**config.mk**
```make
export PLATFORM = sky130hd
export DESIGN_NAME = ccs_top
export DESIGN_NICKNAME = d
export VERILOG_FILES = /design/src/inc/ccs_pkg.sv /design/src/verilog/ccs_sync.sv /design/src/verilog/ccs_top.sv
export SDC_FILE = /design/constraint.sdc
export NUM_CORES = 1
export LEC_CHECK = 0
export ABC_AREA = 1
export BUFFER_PORTS_ARGS = -buffer_cell sky130_fd_sc_hd__buf_4
export CORE_MARGIN = 4
export CORE_UTILIZATION = 60
export DETAILED_ROUTE_END_ITERATION = 6
export PLACE_DENSITY_LB_ADDON = 0.12
export SLEW_MARGIN = 0
export SYNTH_ARGS = -nofsm -noshare
export SYNTH_HDL_FRONTEND = slang
export SYNTH_HIERARCHICAL = 1
export SYNTH_SLANG_ARGS = --single-unit
```
**constraint.sdc**
```tcl
create_clock -name ref_clk -period 3.75 [get_ports ref_clk]
set_input_delay 0.75 -clock ref_clk [delete_from_list [all_inputs] [get_ports ref_clk]]
set_output_delay 0.75 -clock ref_clk [all_outputs]
set_load 0.01 [all_outputs]
```
**src/inc/ccs_pkg.sv**
```systemverilog
// Constants, types and register map for the card control steering block.
// Assumes a single 200 MHz clock and a plain strobe register port.
package ccs_pkg;
	localparam int unsigned CLK_MHZ     = 200;
	localparam int unsigned WARM_CYCLES = 42000;
	localparam int unsigned T1_CYCLES   = 1000;

	localparam logic [3:0] ADR_CTRL   = 4'h0;
	localparam logic [3:0] ADR_STATUS = 4'h4;
	localparam logic [3:0] ADR_IRQ_EN = 4'h8;
	localparam logic [3:0] ADR_IRQ_CLR = 4'hc;

	localparam int unsigned CTRL_START = 0;
	localparam int unsigned CTRL_WARM  = 1;
	localparam int unsigned CTRL_IO_EN = 7;

	localparam int unsigned ST_PRESENT = 0;
	localparam int unsigned ST_EARLY   = 1;
	localparam int unsigned ST_MUTE    = 2;
	localparam int unsigned ST_CHANGE  = 3;
	localparam int unsigned ST_OVT     = 4;
	localparam int unsigned ST_OVC     = 5;
	localparam int unsigned ST_VCC     = 6;
	localparam int unsigned ST_VDD     = 7;

	localparam logic [7:0] CTRL_RST   = 8'h00;
	localparam logic [7:0] IRQ_EN_RST = 8'hfe;

	localparam int unsigned LINE_DATA  = 0;
	localparam int unsigned LINE_AUX_A = 1;
	localparam int unsigned LINE_AUX_B = 2;
	localparam int unsigned NUM_LINES  = 3;

	localparam int unsigned EVT_W = 8;
	localparam logic [13:0] SYNC_RST = 14'h3f00;

	typedef struct packed {
		logic vdd_fault;
		logic vcc_fault;
		logic over_current;
		logic over_temp;
		logic atr_start;
		logic mute;
		logic early_atr;
		logic present;
	} ccs_evt_t;

	typedef struct packed {
		logic [NUM_LINES-1:0] out;
		logic [NUM_LINES-1:0] oe;
	} ccs_od_t;

	typedef enum logic [1:0] {
		DIR_IDLE,
		DIR_HOST_IN,
		DIR_CARD_IN
	} ccs_dir_t;
endpackage : ccs_pkg

```
**src/verilog/ccs_sync.sv**
```systemverilog
// Three-stage input synchroniser with agreement filter.
// Assumes asynchronous pin inputs; output changes when stages two and three agree.
`timescale 1ns/1ps
module ccs_sync
	import ccs_pkg::*;
#(
	parameter int unsigned W   = 14,
	parameter logic [W-1:0] RST = '0
)(
	// Clock and reset
	input  wire logic         ref_clk,
	input  wire logic         arst_n,
	// Data
	input  wire logic [W-1:0] d,
	output logic      [W-1:0] q
);
	logic [W-1:0] s1_q, s2_q, s3_q, q_d;

	always_comb
	begin
		for (int i = 0; i < W; i++)
		begin
			q_d[i] = (s2_q[i] == s3_q[i]) ? s3_q[i] : q[i];
		end
	end

	always_ff @(posedge ref_clk or negedge arst_n)
	begin
		if (!arst_n)
		begin
			s1_q <= RST;
			s2_q <= RST;
			s3_q <= RST;
			q    <= RST;
		end
		else
		begin
			s1_q <= d;
			s2_q <= s1_q;
			s3_q <= s2_q;
			q    <= q_d;
		end
	end
endmodule : ccs_sync

```
**src/verilog/ccs_top.sv**
```systemverilog
// Interrupt, warm reset and line steering logic of one card interface.
// Assumes status pins are asynchronous and card reception is flagged by the sequencer.
//
// Implementation choices: the strobed register port and the register addresses.
`timescale 1ns/1ps
module ccs_top
	import ccs_pkg::*;
#(
	parameter int unsigned WARM_RST_CYCLES = WARM_CYCLES,
	parameter int unsigned VDD_T1_CYCLES   = T1_CYCLES
)(
	// Clock and reset
	input  wire logic                 ref_clk,
	input  wire logic                 arst_n,
	// Register port
	input  wire logic [3:0]           reg_addr,
	input  wire logic [7:0]           reg_wdata,
	input  wire logic                 reg_wr,
	input  wire logic                 reg_rd,
	output logic      [7:0]           reg_rdata,
	// Status inputs from card and supervisors
	input  wire ccs_evt_t             evt_pins,
	input  wire logic                 seq_rx_en,
	// Host and card signals
	output logic                      irq_n,
	output logic                      card_rst,
	output logic                      session_on,
	output logic                      deact_req,
	// Paired lines, indexed data, aux a, aux b
	input  wire logic [NUM_LINES-1:0] host_side_line_in,
	output ccs_od_t                   host_side_line,
	input  wire logic [NUM_LINES-1:0] card_side_line_in,
	output ccs_od_t                   card_side_line
);
	localparam int WARM_LEN = int'(WARM_RST_CYCLES);

	ccs_evt_t             evt, evt_q;
	logic [NUM_LINES-1:0] host_lv, card_lv, host_lv_q, card_lv_q;
	logic [13:0]          sync_q;

	ccs_sync #(
		.W   (14),
		.RST (SYNC_RST)
	) u_sync (
		.ref_clk (ref_clk),
		.arst_n  (arst_n),
		.d       ({card_side_line_in, host_side_line_in, evt_pins}),
		.q       (sync_q)
	);

	assign evt     = ccs_evt_t'(sync_q[7:0]);
	assign host_lv = sync_q[10:8];
	assign card_lv = sync_q[13:11];

	function automatic logic rose(input logic now, input logic was);
		rose = now & ~was;
	endfunction : rose

	// Register file and interrupt state.
	logic [7:0]  ctrl_q, ctrl_d, sticky_q, sticky_d, en_q, en_d, rdata_d;
	logic [7:0]  set_v;
	logic        irq_n_d, vdd_hold_q, vdd_hold_d, deact_d, kill;
	logic [31:0] vdd_cnt_q, vdd_cnt_d;
	logic        warm_on_q, warm_on_d, rst_d;
	logic [31:0] warm_cnt_q, warm_cnt_d;
	logic        rd_status;

	always_comb
	begin
		set_v            = '0;
		set_v[ST_EARLY]  = rose(evt.early_atr, evt_q.early_atr);
		set_v[ST_MUTE]   = rose(evt.mute, evt_q.mute);
		set_v[ST_CHANGE] = evt.present ^ evt_q.present;
		set_v[ST_OVT]    = rose(evt.over_temp, evt_q.over_temp);
		set_v[ST_OVC]    = rose(evt.over_current, evt_q.over_current);
		set_v[ST_VCC]    = rose(evt.vcc_fault, evt_q.vcc_fault);
		set_v[ST_VDD]    = rose(evt.vdd_fault, evt_q.vdd_fault);
		rd_status        = reg_rd && reg_addr == ADR_STATUS;

		ctrl_d   = ctrl_q;
		en_d     = en_q;
		sticky_d = sticky_q;
		rdata_d  = 8'h00;
		if (reg_wr && reg_addr == ADR_CTRL)
		begin
			ctrl_d = reg_wdata;
		end
		if (reg_wr && reg_addr == ADR_IRQ_EN)
		begin
			en_d = reg_wdata;
		end
		if (reg_wr && reg_addr == ADR_IRQ_CLR)
		begin
			sticky_d = sticky_d & ~reg_wdata;
		end
		if (rd_status)
		begin
			sticky_d = 8'h00;
		end
		// A new event in the clearing cycle must survive, so the set comes last.
		sticky_d = sticky_d | set_v;
		if (reg_rd)
		begin
			unique case (reg_addr)
				ADR_CTRL:   rdata_d = ctrl_q;
				ADR_STATUS: rdata_d = {sticky_q[7:1], evt.present};
				ADR_IRQ_EN: rdata_d = en_q;
				default:    rdata_d = 8'h00;
			endcase
		end

		kill = evt.over_current | evt.over_temp | evt.vcc_fault | evt.vdd_fault
			| (evt_q.present & ~evt.present);
		deact_d = ctrl_q[CTRL_START] & kill;
		if (deact_d)
		begin
			ctrl_d[CTRL_START] = 1'b0;
			ctrl_d[CTRL_WARM]  = 1'b0;
		end
		if (rose(evt.atr_start, evt_q.atr_start) || rose(evt.mute, evt_q.mute))
		begin
			ctrl_d[CTRL_WARM] = 1'b0;
		end

		// The supervisor shares the t1 timer, so a brief glitch still costs a full t1.
		vdd_hold_d = vdd_hold_q;
		vdd_cnt_d  = 32'h0000_0000;
		if (evt.vdd_fault)
		begin
			vdd_hold_d = 1'b1;
		end
		else if (vdd_hold_q)
		begin
			vdd_cnt_d = vdd_cnt_q + 32'h0000_0001;
			if (vdd_cnt_q + 32'h0000_0001 >= VDD_T1_CYCLES)
			begin
				vdd_hold_d = 1'b0;
			end
		end

		irq_n_d = ~(|(sticky_q & en_q) | vdd_hold_q);

		warm_on_d  = warm_on_q;
		warm_cnt_d = warm_cnt_q;
		if (warm_on_q)
		begin
			warm_cnt_d = warm_cnt_q + 32'h0000_0001;
			if (warm_cnt_q + 32'h0000_0001 >= WARM_RST_CYCLES || !ctrl_q[CTRL_START])
			begin
				warm_on_d = 1'b0;
			end
		end
		else if (ctrl_q[CTRL_WARM] && ctrl_q[CTRL_START] && warm_cnt_q == 32'h0)
		begin
			warm_on_d  = 1'b1;
			warm_cnt_d = 32'h0000_0000;
		end
		if (!ctrl_q[CTRL_WARM] && !warm_on_q)
		begin
			warm_cnt_d = 32'h0000_0000;
		end
		rst_d = ctrl_q[CTRL_START] & ~warm_on_d;
	end

	// Only power-on reset resets these registers; a supply fault during a session also clears the start and warm bits.
	always_ff @(posedge ref_clk or negedge arst_n)
	begin
		if (!arst_n)
		begin
			ctrl_q     <= CTRL_RST;
			en_q       <= IRQ_EN_RST;
			sticky_q   <= 8'h00;
			evt_q      <= '0;
			reg_rdata  <= 8'h00;
			vdd_hold_q <= 1'b0;
			vdd_cnt_q  <= 32'h0000_0000;
			warm_on_q  <= 1'b0;
			warm_cnt_q <= 32'h0000_0000;
			irq_n      <= 1'b1;
			card_rst   <= 1'b0;
			session_on <= 1'b0;
			deact_req  <= 1'b0;
		end
		else
		begin
			ctrl_q     <= ctrl_d;
			en_q       <= en_d;
			sticky_q   <= sticky_d;
			evt_q      <= evt;
			reg_rdata  <= rdata_d;
			vdd_hold_q <= vdd_hold_d;
			vdd_cnt_q  <= vdd_cnt_d;
			warm_on_q  <= warm_on_d;
			warm_cnt_q <= warm_cnt_d;
			irq_n      <= irq_n_d;
			card_rst   <= rst_d;
			session_on <= ctrl_d[CTRL_START];
			deact_req  <= deact_d;
		end
	end

	// Line direction steering, one state machine per line pair.
	ccs_dir_t dir_q [NUM_LINES];
	ccs_dir_t dir_d [NUM_LINES];
	ccs_od_t  host_d, card_d;

	always_comb
	begin
		for (int i = 0; i < NUM_LINES; i++)
		begin
			dir_d[i] = dir_q[i];
			unique case (dir_q[i])
				DIR_IDLE:
				begin
					if (ctrl_q[CTRL_IO_EN] && seq_rx_en)
					begin
						if (host_lv_q[i] && !host_lv[i])
						begin
							dir_d[i] = DIR_HOST_IN;
						end
						else if (card_lv_q[i] && !card_lv[i])
						begin
							dir_d[i] = DIR_CARD_IN;
						end
					end
				end
				DIR_HOST_IN:
				begin
					if (rose(host_lv[i], host_lv_q[i]) || !ctrl_q[CTRL_IO_EN])
					begin
						dir_d[i] = DIR_IDLE;
					end
				end
				DIR_CARD_IN:
				begin
					if (rose(card_lv[i], card_lv_q[i]) || !ctrl_q[CTRL_IO_EN])
					begin
						dir_d[i] = DIR_IDLE;
					end
				end
				default:
				begin
					dir_d[i] = DIR_IDLE;
				end
			endcase
			host_d.out[i] = 1'b1;
			host_d.oe[i]  = 1'b0;
			card_d.out[i] = 1'b1;
			card_d.oe[i]  = 1'b0;
			if (!seq_rx_en)
			begin
				card_d.out[i] = 1'b0;
				card_d.oe[i]  = 1'b1;
			end
			else if (dir_d[i] == DIR_HOST_IN)
			begin
				card_d.out[i] = host_lv[i];
				card_d.oe[i]  = 1'b1;
			end
			if (dir_d[i] == DIR_CARD_IN)
			begin
				host_d.out[i] = card_lv[i];
				host_d.oe[i]  = 1'b1;
			end
		end
	end

	always_ff @(posedge ref_clk or negedge arst_n)
	begin
		if (!arst_n)
		begin
			for (int i = 0; i < NUM_LINES; i++)
			begin
				dir_q[i] <= DIR_IDLE;
			end
			host_lv_q      <= '1;
			card_lv_q      <= '1;
			host_side_line <= '{out: '1, oe: '0};
			card_side_line <= '{out: '0, oe: '1};
		end
		else
		begin
			for (int i = 0; i < NUM_LINES; i++)
			begin
				dir_q[i] <= dir_d[i];
			end
			host_lv_q      <= host_lv;
			card_lv_q      <= card_lv;
			host_side_line <= host_d;
			card_side_line <= card_d;
		end
	end

	// Checks.
	irq_low_a: assert property (@(posedge ref_clk) disable iff (!arst_n)
		|(sticky_q & en_q) |=> !irq_n)
		else $error("interrupt not low with pending enabled source");
	ovt_flag_a: assert property (@(posedge ref_clk) disable iff (!arst_n)
		set_v[ST_OVT] |=> sticky_q[ST_OVT] ##1 (!irq_n || !en_q[ST_OVT]))
		else $error("over-temperature flag not set");
	read_clear_a: assert property (@(posedge ref_clk) disable iff (!arst_n)
		rd_status && set_v == 8'h00 |=> sticky_q[7:1] == 7'h00)
		else $error("status read did not clear flags");
	vdd_hold_a: assert property (@(posedge ref_clk) disable iff (!arst_n)
		evt.vdd_fault |=> vdd_hold_q ##1 !irq_n)
		else $error("supply fault did not hold interrupt");
	vdd_time_a: assert property (@(posedge ref_clk) disable iff (!arst_n)
		$fell(vdd_hold_q) |-> vdd_cnt_q + 32'h1 >= VDD_T1_CYCLES)
		else $error("supply hold released early");
	warm_len_a: assert property (@(posedge ref_clk) disable iff (!arst_n)
		$fell(warm_on_q) && ctrl_q[CTRL_START] |-> warm_cnt_q == WARM_LEN)
		else $error("warm pulse length wrong");
	warm_pin_a: assert property (@(posedge ref_clk) disable iff (!arst_n)
		$rose(warm_on_q) |-> !card_rst ##1 !card_rst)
		else $error("card reset not low during warm pulse");
	warm_clear_a: assert property (@(posedge ref_clk) disable iff (!arst_n)
		rose(evt.mute, evt_q.mute) |=> !ctrl_q[CTRL_WARM])
		else $error("warm bit not cleared on mute");
	deact_a: assert property (@(posedge ref_clk) disable iff (!arst_n)
		ctrl_q[CTRL_START] && kill |=> !ctrl_q[CTRL_START] && deact_req)
		else $error("fault did not deactivate session");
	card_low_a: assert property (@(posedge ref_clk) disable iff (!arst_n)
		!seq_rx_en |=> card_side_line.oe == '1 && card_side_line.out == '0)
		else $error("card lines not low outside reception");
	steer_a: assert property (@(posedge ref_clk) disable iff (!arst_n)
		dir_q[LINE_DATA] == DIR_CARD_IN |-> host_side_line.oe[LINE_DATA])
		else $error("host data line not driven while card is input");
endmodule : ccs_top

```
==> results of run 1 <==
-- synth_stat cells (3+ instances only) --
cell type,instances
sky130_fd_sc_hd__ha_1,4
sky130_fd_sc_hd__nand3_1,46
sky130_fd_sc_hd__nor2_1,131
sky130_fd_sc_hd__nor2_2,14
sky130_fd_sc_hd__xnor2_1,9
sky130_fd_sc_hd__o22ai_1,17
sky130_fd_sc_hd__clkbuf_1,9
sky130_fd_sc_hd__nand2_1,297
sky130_fd_sc_hd__nand3b_1,6
sky130_fd_sc_hd__inv_2,6
sky130_fd_sc_hd__dfrtp_1,145
sky130_fd_sc_hd__a21oi_1,29
sky130_fd_sc_hd__nand2_2,10
sky130_fd_sc_hd__buf_2,4
sky130_fd_sc_hd__clkinv_1,3
sky130_fd_sc_hd__o221ai_1,3
sky130_fd_sc_hd__inv_1,127
sky130_fd_sc_hd__xor2_1,16
sky130_fd_sc_hd__nand4_1,14
sky130_fd_sc_hd__nor2_4,7
sky130_fd_sc_hd__o21ai_0,56
sky130_fd_sc_hd__dfstp_2,44
sky130_fd_sc_hd__nand3_2,3
sky130_fd_sc_hd__or2_2,4
sky130_fd_sc_hd__nor3_1,18
-- final cells by class --
cell class / instances / area [um^2]
timing repair buffer: 57 / 447
multi-input combinational: 702 / 3360
inverter: 136 / 510
clock inverter: 15 / 179
clock buffer: 17 / 425
fill: 1090 / 4110
tap: 180 / 225
sequential: 189 / 4780
-- kinds of logic (layout without fill, tap and decap cells) --
family	after synthesis	in the layout
flops	189	189
xor+xnor	27	27
compound gates	113	113
simple gates	558	558
fa+ha+maj	4	4
buf+inv	149	225
-- stage by stage --
step            util  std cells  hold slack [ns]  worst slack [ns]
3_5_place_dp   0.664       1264            0.335              1.32
6_report       0.707       1296            0.351              1.23
4_1_cts        0.707       1296            0.352              1.31
5_1_grt        0.707       1296            0.362             0.994
2_1_floorplan      -       1040            0.331              1.88
3_3_place_gp   0.664       1264            0.332              1.41
-- how the worst max path moves through the flow --
stage,end
after floorplan,reg_rdata[0]
after global placement,warm_cnt_q[29]
after detailed placement,warm_cnt_q[3]
after CTS,warm_cnt_q[9]
after global routing,warm_cnt_q[26]
final,warm_cnt_q[0]
-- state kept, by name (all words and copies together) (netlist names) --
signal / count
u_sync/q: 14
irq_n: 1
en_q: 8
warm_on_q: 1
evt_q: 8
host_lv_q: 3
u_sync/s2_q: 14
card_rst: 1
sticky_q: 8
vdd_cnt_q: 32
warm_cnt_q: 32
dir_q: 6
ctrl_q: 8
vdd_hold_q: 1
u_sync/s3_q: 14
card_lv_q: 3
deact_req: 1
host_side_line: 6
u_sync/s1_q: 14
card_side_line: 6
reg_rdata: 8
-- critical path: cells and delay by family (launching register included) --
kind	cells	cell delay, ns
compound gates	1	0.19
buf+inv	3	0.81
flops	1	0.33
simple gates	2	1.02
-- metal layers --
metal / share of wire / vias to the layer above
li1: - / 3406
met1: 0.44 / 3341
met5: 0 / -
met3: 0.055 / 43
met4: 0.028 / 0
met2: 0.48 / 200
-- where the power goes --
part / internal, mW / leakage (nW) / total (mW) / switching (mW)
Combinational: 0.209 / 2.00 / 0.562 / 0.352
Sequential: 2.27 / 2.34 / 2.39 / 0.125
Clock: 0.900 / 0.285 / 1.78 / 0.881
==> results.txt, run 1 <==
The flow ran to the end, and the final reports show no timing, DRC or antenna violations. The area share of xor/xnor cells in the synthesized design works out to 0.0289. The antenna diode count was 0; the I/O pin total was 55. The post-synthesis net count was 1075; the power per unit of standard cell area was 477 mW/mm^2. For the pin with the worst max-slew slack, the measured transition is 1.07 ns.

The final worst-path cycle share is 0.672, and the pin count of the biggest net entering global routing is 101. Dividing the detail-routed via count by the number of cells gives 5.39. The count of cells along the worst hold path works out to 0. The clock transition at the registers of the reported paths came out at 0.08 ns. The top flip-flop cell by instance count after synthesis was sky130_fd_sc_hd__dfrtp_1. The tools report the terminating pin of the worst hold path as u_sync/s2_q[4]. The number of port buffers is 54, and the buffers inserted during post-CTS setup optimization is 0. In this run the critical register-to-register path is launched from warm_on_q. Setup repair after global routing left no endpoint under its margin. Summed over all cells, the static leakage comes to 4.62 nW. The sequential area share after synthesis came out at 0.549. The tools report the critical register-to-register path endpoint as warm_cnt_q[0].

The aggregate routed wire length was 18900 um; the top cell type's share of synthesized area was 0.417. The logs give 0.395 for the met2 track demand over resource and 0 for the number of failing hold endpoints at the final stage. The Yosys step of the flow raised 6 warnings. For the total number of placement rows, the log shows 43. Combinational family with the most area after synthesis: simple AND/OR/NAND/NOR gates. Biggest cell delay along the critical path: 0.78 ns.

The maximum count of clock buffers along a single path is 2. Placed wire-length estimate: 13600 um. The routability congestion estimate was 0.903; the aggregate global routing overflow was 0. The tools report the cell area after synthesis as 0.00871 mm^2. The detail route stage leaves a number of antenna-violating nets equal to 0. TritonCTS built the clock tree.

Timing would allow up to 397 MHz. The die span in y was 128 um; the global-route track usage on met3 was 0.0519. The startpoint identified for the worst hold timing path is u_sync/s1_q[4].

The final instance area was 0.00993 mm^2. The routed design could run at a clock period as short as 2.52 ns. The clock skew came out at 0.00831 ns. Number of hold buffers added after CTS: 0. The tools report the worst vdd rail ir drop as 0.462 mV. The worst-path maximum fanout came out at 32. The run gives 6854 as the number of global-route vias before repair. The tools report the count of final max-slew check failures as 0. The number of DRC markers in iteration 0 was 560; the post-synthesis simple-gate area fraction was 0.280. The global routing stage identified its most utilized layer as met2. The complex-gate fraction of the synthesized area was 0.0715. After the last flow step, the layout net total stands at 1138.

The floorplan step defined a core boundary enclosing 0.0140 mm^2. Register bit total from synthesis: 189. Post-synthesis adder-cell area fraction: 0.00575. The floorplan step defined a die boundary enclosing 0.0165 mm^2. Setup violations remaining at the end of the flow were counted as 0. In this run the horizontal extent of the chip is 128 um.

The area growth from synthesis to layout is 14.0%. The element type at the critical path end is a flip-flop. The launching element type of the critical path was a flip-flop. The number of instances in the synthesized netlist was 1040; the number of maximum-capacitance constraint violations was 0. The cell repeated most along the worst path was sky130_fd_sc_hd__nand2_1. Number of antenna violations at the first check in global routing: 0. Largest area contributor in the synthesized netlist: sky130_fd_sc_hd__dfrtp_1. The cell at the root of the clock tree is sky130_fd_sc_hd__clkbuf_16. The detailed router placed 6990 vias in this run. The global routing met1 resource utilization was 0.322; the total chip power was 4.74 mW. The area of placed instances was 0.00933 mm^2. Data on the critical path is required at its endpoint by 4.02 ns. The tools report the maximum level of the CTS H-tree as 4. The critical path is of the reg -> reg type. The worst max-slew margin expressed relative to the limit is 0.287.

Data on the critical path arrives at its endpoint at 2.79 ns. The multiplexer share of the synthesized area was 0. The run gives 0.620 as the effective utilization at floorplan.

By area the synthesized netlist is led by sky130_fd_sc_hd__dfrtp_1 (42%), sky130_fd_sc_hd__dfstp_2 (13%), sky130_fd_sc_hd__nand2_1 (13%), sky130_fd_sc_hd__nor2_1 (5.6%), sky130_fd_sc_hd__inv_1 (5.5%). The tools report the worst setup path startpoint as warm_on_q. The number of enable-type register cells in the synthesized netlist came out at 0.

The top cell types in the final layout, fill and taps aside, are sky130_fd_sc_hd__nand2_1 (297), sky130_fd_sc_hd__dfrtp_1 (145), sky130_fd_sc_hd__nor2_1 (131), sky130_fd_sc_hd__inv_1 (127), sky130_fd_sc_hd__o21ai_0 (56). Dividing the detail-routed wire length by the instance count gives 14.6 um. Most common cell after layout, fill and taps aside: sky130_fd_sc_hd__nand2_1. After detailed routing, the number of remaining DRC violations is 0. The minimum setup slack among reg-to-reg paths is 1.23 ns, and the mean post-synth cell area is 8.38 um^2. The type of the tightest min-delay check was reg -> reg. Counting distinct cell types in the post-synthesis netlist gives 40. The fraction of layout cells with a size suffix above 1 was 0.167; the count of cells along the worst register-to-register path was 6. The combined global-route utilization of all metal layers came out at 0.243.

The share of flip-flops with an asynchronous set or reset after synthesis works out to 1.00. The critical path goes through buf_4, clkinv_1, nand2_1, inv_1, nand2_1, o21ai_0. For this design, the slowest cell found on the critical path is sky130_fd_sc_hd__nand2_1.

For the first-pass GRT wire length, the log shows 32000 um. For this design, the sink count on the clock tree is 189. Buffers inserted during clock tree synthesis total 17. For the final routed database, the setup TNS stands at 0 ns. For the insertion delay to the later sink of the worst-skew pair, the log shows 0.44 ns. Post-CTS repair changed the size of 0 cells. The detailed-router iteration count before antenna repair is 7.
Note: power is estimated with default switching activity, not from simulation.
==> inputs of run 2 (changes only) <==
--- a/config.mk
+++ b/config.mk
@@ -5,7 +5,7 @@
 export SDC_FILE = /design/constraint.sdc
 export NUM_CORES = 1
 export LEC_CHECK = 0
-export ABC_AREA = 1
+export ABC_AREA = 0
 export BUFFER_PORTS_ARGS = -buffer_cell sky130_fd_sc_hd__buf_4
 export CORE_MARGIN = 4
 export CORE_UTILIZATION = 60
==> constraint.sdc (replaced) <==
create_clock -name ref_clk -period 2.5 [get_ports ref_clk]
set_input_delay 0.5 -clock ref_clk [delete_from_list [all_inputs] [get_ports ref_clk]]
set_output_delay 0.5 -clock ref_clk [all_outputs]
set_load 0.01 [all_outputs]
==> run 2 against run 1 <==
  * The run now ends with negative hold slack left
  * Critical path depth increased by 1
  * Wire length increased by 9.5%
  * Total power increased by 40%
  * Synthesized cell count decreased by 19%
  * Clock power increased by 51%
  * Final cell count decreased by 13%
  * Non-clock buffer count increased by 70
==> results.txt, run 2 <==
The worst vdd rail ir drop was 0.503 mV (was 0.462 mV); the clock transition at the registers of the reported paths was 0.07 ns (was 0.08 ns). The run gives 0.00864 mm^2 (was 0.00871 mm^2) as the cell area after synthesis. The type of the tightest min-delay check was in -> async (was reg -> reg).

Setup repair after global routing could not meet its margin everywhere. The detailed-router iteration count before antenna repair is 5 (was 7), and the count of final max-slew check failures is 0 (unchanged). Most common cell after layout, fill and taps aside: sky130_fd_sc_hd__dfrtp_1 (was sky130_fd_sc_hd__nand2_1). The standard cell core area was 0.0140 mm^2 (about the same); the total number of placement rows was 43 (unchanged).

The number of nets with antenna violations after routing was 0 (unchanged). Net count reported at finish: 975 (was 1138). Most used standard cell by instance count after synthesis: sky130_fd_sc_hd__dfrtp_1 (was sky130_fd_sc_hd__nand2_1). For the distinct cell type count of the synthesized netlist, the log shows 60 (was 40). For the number of global-route vias before repair, the log shows 6729 (was 6854).

The cell at the root of the clock tree was sky130_fd_sc_hd__clkbuf_16 (unchanged). The routed length per placed instance works out to 18.3 um (was 14.6 um). The worst hold slack after final layout is -0.00138 ns (was 0.351 ns), and the combined global-route utilization of all metal layers is 0.262 (was 0.243). Element type at the critical path end: a flip-flop (unchanged).

The vias after detailed routing was 6970 (was 6990); the number of port buffers was 54 (unchanged). For the maximum level of the CTS H-tree, the log shows 4 (unchanged). The final worst-path cycle share was 0.962 (was 0.672). Cell types with the largest area share after synthesis: sky130_fd_sc_hd__dfrtp_1 (42%), sky130_fd_sc_hd__dfstp_2 (13%), sky130_fd_sc_hd__nor2_1 (3.7%), sky130_fd_sc_hd__o21ai_0 (3.1%), sky130_fd_sc_hd__nand2_1 (2.7%) (was sky130_fd_sc_hd__dfrtp_1 (42%), sky130_fd_sc_hd__dfstp_2 (13%), sky130_fd_sc_hd__nand2_1 (13%), sky130_fd_sc_hd__nor2_1 (5.6%), sky130_fd_sc_hd__inv_1 (5.5%)). The share of flip-flops with an asynchronous set or reset after synthesis was 1.00 (unchanged); the number of maximum-capacitance constraint violations was 0 (unchanged). The run gives 839 (was 1040) as the number of instances in the synthesized netlist. The width of the chip was 128 um (about the same); the placed wire-length estimate was 14300 um (was 13600 um).

The fraction of the core area covered by cells at the end of the flow came out at 0.745 (was 0.707). Transition time at the pin with the least slew margin: 0.650 ns (was 1.07 ns). TritonCTS built the clock tree.

For the clock skew, the log shows 0.00877 ns (was 0.00831 ns). The run finished, with violations left. The first-pass GRT wire length was 34100 um (was 32000 um); the antenna diode count was 0 (unchanged). The run gives 0.918 (was 0.903) as the routability congestion estimate. The number of hold buffers added after CTS is 0 (unchanged), and the number of enable-type register cells in the synthesized netlist is 0 (unchanged). The count of warnings emitted by yosys is 6 (unchanged). The insertion delay to the later sink of the worst-skew pair is 0.44 ns (about the same), and the area enclosed by the die boundary is 0.0164 mm^2 (was 0.0165 mm^2).

The growth of design area from synthesis to finish is 20.6% (was 14.0%), and the fraction of layout cells with a size suffix above 1 is 0.279 (was 0.167). The mean post-synth cell area came out at 10.3 um^2 (was 8.38 um^2). The total chip power came out at 6.65 mW (was 4.74 mW). Aggregate global routing overflow: 0 (unchanged). Top flip-flop cell by instance count after synthesis: sky130_fd_sc_hd__dfrtp_1 (unchanged). The worst path setup slack after routing is 0.0949 ns (was 1.23 ns), and the number of DRC markers in iteration 0 is 591 (was 560).

The tools report the worst max-slew margin expressed relative to the limit as 0.565 (was 0.287). The run gives 874 (was 1075) as the post-synthesis net count. The launching element type of the critical path was a flip-flop (unchanged). Required time reported for the critical path endpoint: 2.81 ns (was 4.02 ns). The sequential area share after synthesis is 0.554 (was 0.549), and the minimum period implied by the final worst setup slack is 2.41 ns (was 2.52 ns). The clock sink count was 189 (unchanged); the top cell type's share of synthesized area was 0.420 (was 0.417).

The largest area contributor in the synthesized netlist is sky130_fd_sc_hd__dfrtp_1 (unchanged). Worst-path maximum fanout: 9 (was 32). The path type of the worst setup path is reg -> reg (unchanged). The static leakage power is 4.58 nW (was 4.62 nW), and the register bit total from synthesis is 189 (unchanged).

Synth top cells by count: sky130_fd_sc_hd__dfrtp_1 (145), sky130_fd_sc_hd__nor2_1 (86), sky130_fd_sc_hd__nand2_1 (62), sky130_fd_sc_hd__o21ai_0 (53), sky130_fd_sc_hd__nand3_1 (46) (was sky130_fd_sc_hd__nand2_1 (297), sky130_fd_sc_hd__dfrtp_1 (145), sky130_fd_sc_hd__nor2_1 (131), sky130_fd_sc_hd__inv_1 (127), sky130_fd_sc_hd__o21ai_0 (56)). The power per unit of standard cell area was 638 mW/mm^2 (was 477 mW/mm^2); the maximum count of clock buffers along a single path was 2 (unchanged). For the final count of negative-setup-slack endpoints, the log shows 0 (unchanged). For the aggregate routed wire length, the log shows 20700 um (was 18900 um). The final reports fail on negative hold slack. The data arrival time of the worst path was 2.72 ns (was 2.79 ns); the final routed DRC violation total was 0 (unchanged). The worst slack after detailed placement is -0.00910 ns (was 1.32 ns), and the pin count of the biggest net entering global routing is 56 (was 101). The run gives 3 (was 0) as the number of failing hold endpoints at the final stage. The mean number of vias per cell came out at 6.15 (was 5.39). The die span in y was 128 um (about the same); the achievable frequency was 416 MHz (was 397 MHz).

The number of buffers inserted during clock tree synthesis is 17 (unchanged), and the number of antenna violations at the first check in global routing is 0 (unchanged). The effective utilization at floorplan came out at 0.618 (was 0.620). Leading cell types in the layout, fill and taps excluded: sky130_fd_sc_hd__dfrtp_1 (138), sky130_fd_sc_hd__buf_4 (122), sky130_fd_sc_hd__nor2_1 (84), sky130_fd_sc_hd__nand2_1 (61), sky130_fd_sc_hd__o21ai_0 (52) (was sky130_fd_sc_hd__nand2_1 (297), sky130_fd_sc_hd__dfrtp_1 (145), sky130_fd_sc_hd__nor2_1 (131), sky130_fd_sc_hd__inv_1 (127), sky130_fd_sc_hd__o21ai_0 (56)). The run gives 948 (was 1090) as the number of inserted filler cells in the final layout.

The tools report the I/O pin total as 55 (unchanged). Biggest regs: vdd_cnt_q (32), warm_cnt_q (32) (unchanged).
-- run 2: timing repair --
| action | CTS | global route |
|---|---|---|
| gates resized for setup | 1 | 29 |
| setup buffers | 2 | 3 |
| endpoints found under the setup margin | 1 | 4 |
| pin swaps | 0 | 5 |
-- run 2: area by class of cell --
class                   instances  area [um^2]  share of cell area
inverters                      29          109              0.0104
multi-input cells             576         3700               0.355
clock inverters                15          174              0.0167
clock buffers                  17          425              0.0408
repair buffers                127          998              0.0958
flip-flops and latches        189         4790               0.460
well taps                     180          225              0.0216
-- run 2: through the flow --
stage                     TNS (ns)  cell area [um^2]  cells
after floorplan                  0              8670    839
after global placement           0              9670   1096
after detailed placement  -0.00910              9670   1096
after CTS                        0             10300   1130
after global routing       -0.0394             10400   1133
final                            0             10400   1133
-- run 2: layer usage --
metal  part of all wire  GRT usage  up-vias
met5                  0          0        -
met4              0.018     0.0793        0
met3              0.067     0.0588       39
met2               0.48      0.418      300
met1               0.44      0.364     3433
li1                   -          -     3198
-- run 2: critical path, cell delays in order, from the launching register on --
cell and delay [ns]:
sky130_fd_sc_hd__dfrtp_1 0.51, sky130_fd_sc_hd__nand3_1 0.28, sky130_fd_sc_hd__nor4_4 0.36, sky130_fd_sc_hd__and2_1 0.19
sky130_fd_sc_hd__a31oi_1 0.11, sky130_fd_sc_hd__or4_4 0.44, sky130_fd_sc_hd__a2111oi_4 0.30, sky130_fd_sc_hd__nor3b_1 0.10
-- run 2: logic make-up after synthesis --
| kind of cell | share of synthesized area |
|---|---|
| mux | 0.0371 |
| flops | 0.554 |
| xor+xnor | 0.0395 |
| fa+ha+maj | 0.0240 |
| buf+inv | 0.0332 |
| compound gates | 0.115 |
| simple gates | 0.198 |
-- run 2: final timing paths --
kind                            slack [ns]                  from        endpoint  cells past startpoint
max in group asynchronous             1.66                arst_n         en_q[4]                      2
worst min register to register        0.35        u_sync/s1_q[1]  u_sync/s2_q[1]                      0
worst max register to register        0.09         warm_cnt_q[7]        card_rst                      7
worst max-delay path                  0.09         warm_cnt_q[7]        card_rst                      7
min in group ref_clk                  0.16  host_side_line_in[1]  u_sync/s1_q[9]                      1
worst min-delay path                -0.001                arst_n        dir_q[3]                      1
-- run 2: report_power, final --
| group | switching, mW | total [mW] | internal, mW |
|---|---|---|---|
| Combinational | 0.270 | 0.518 | 0.248 |
| Clock | 1.33 | 2.68 | 1.35 |
| Sequential | 0.152 | 3.45 | 3.30 |
| Total | 1.76 | 6.65 | 4.89 |
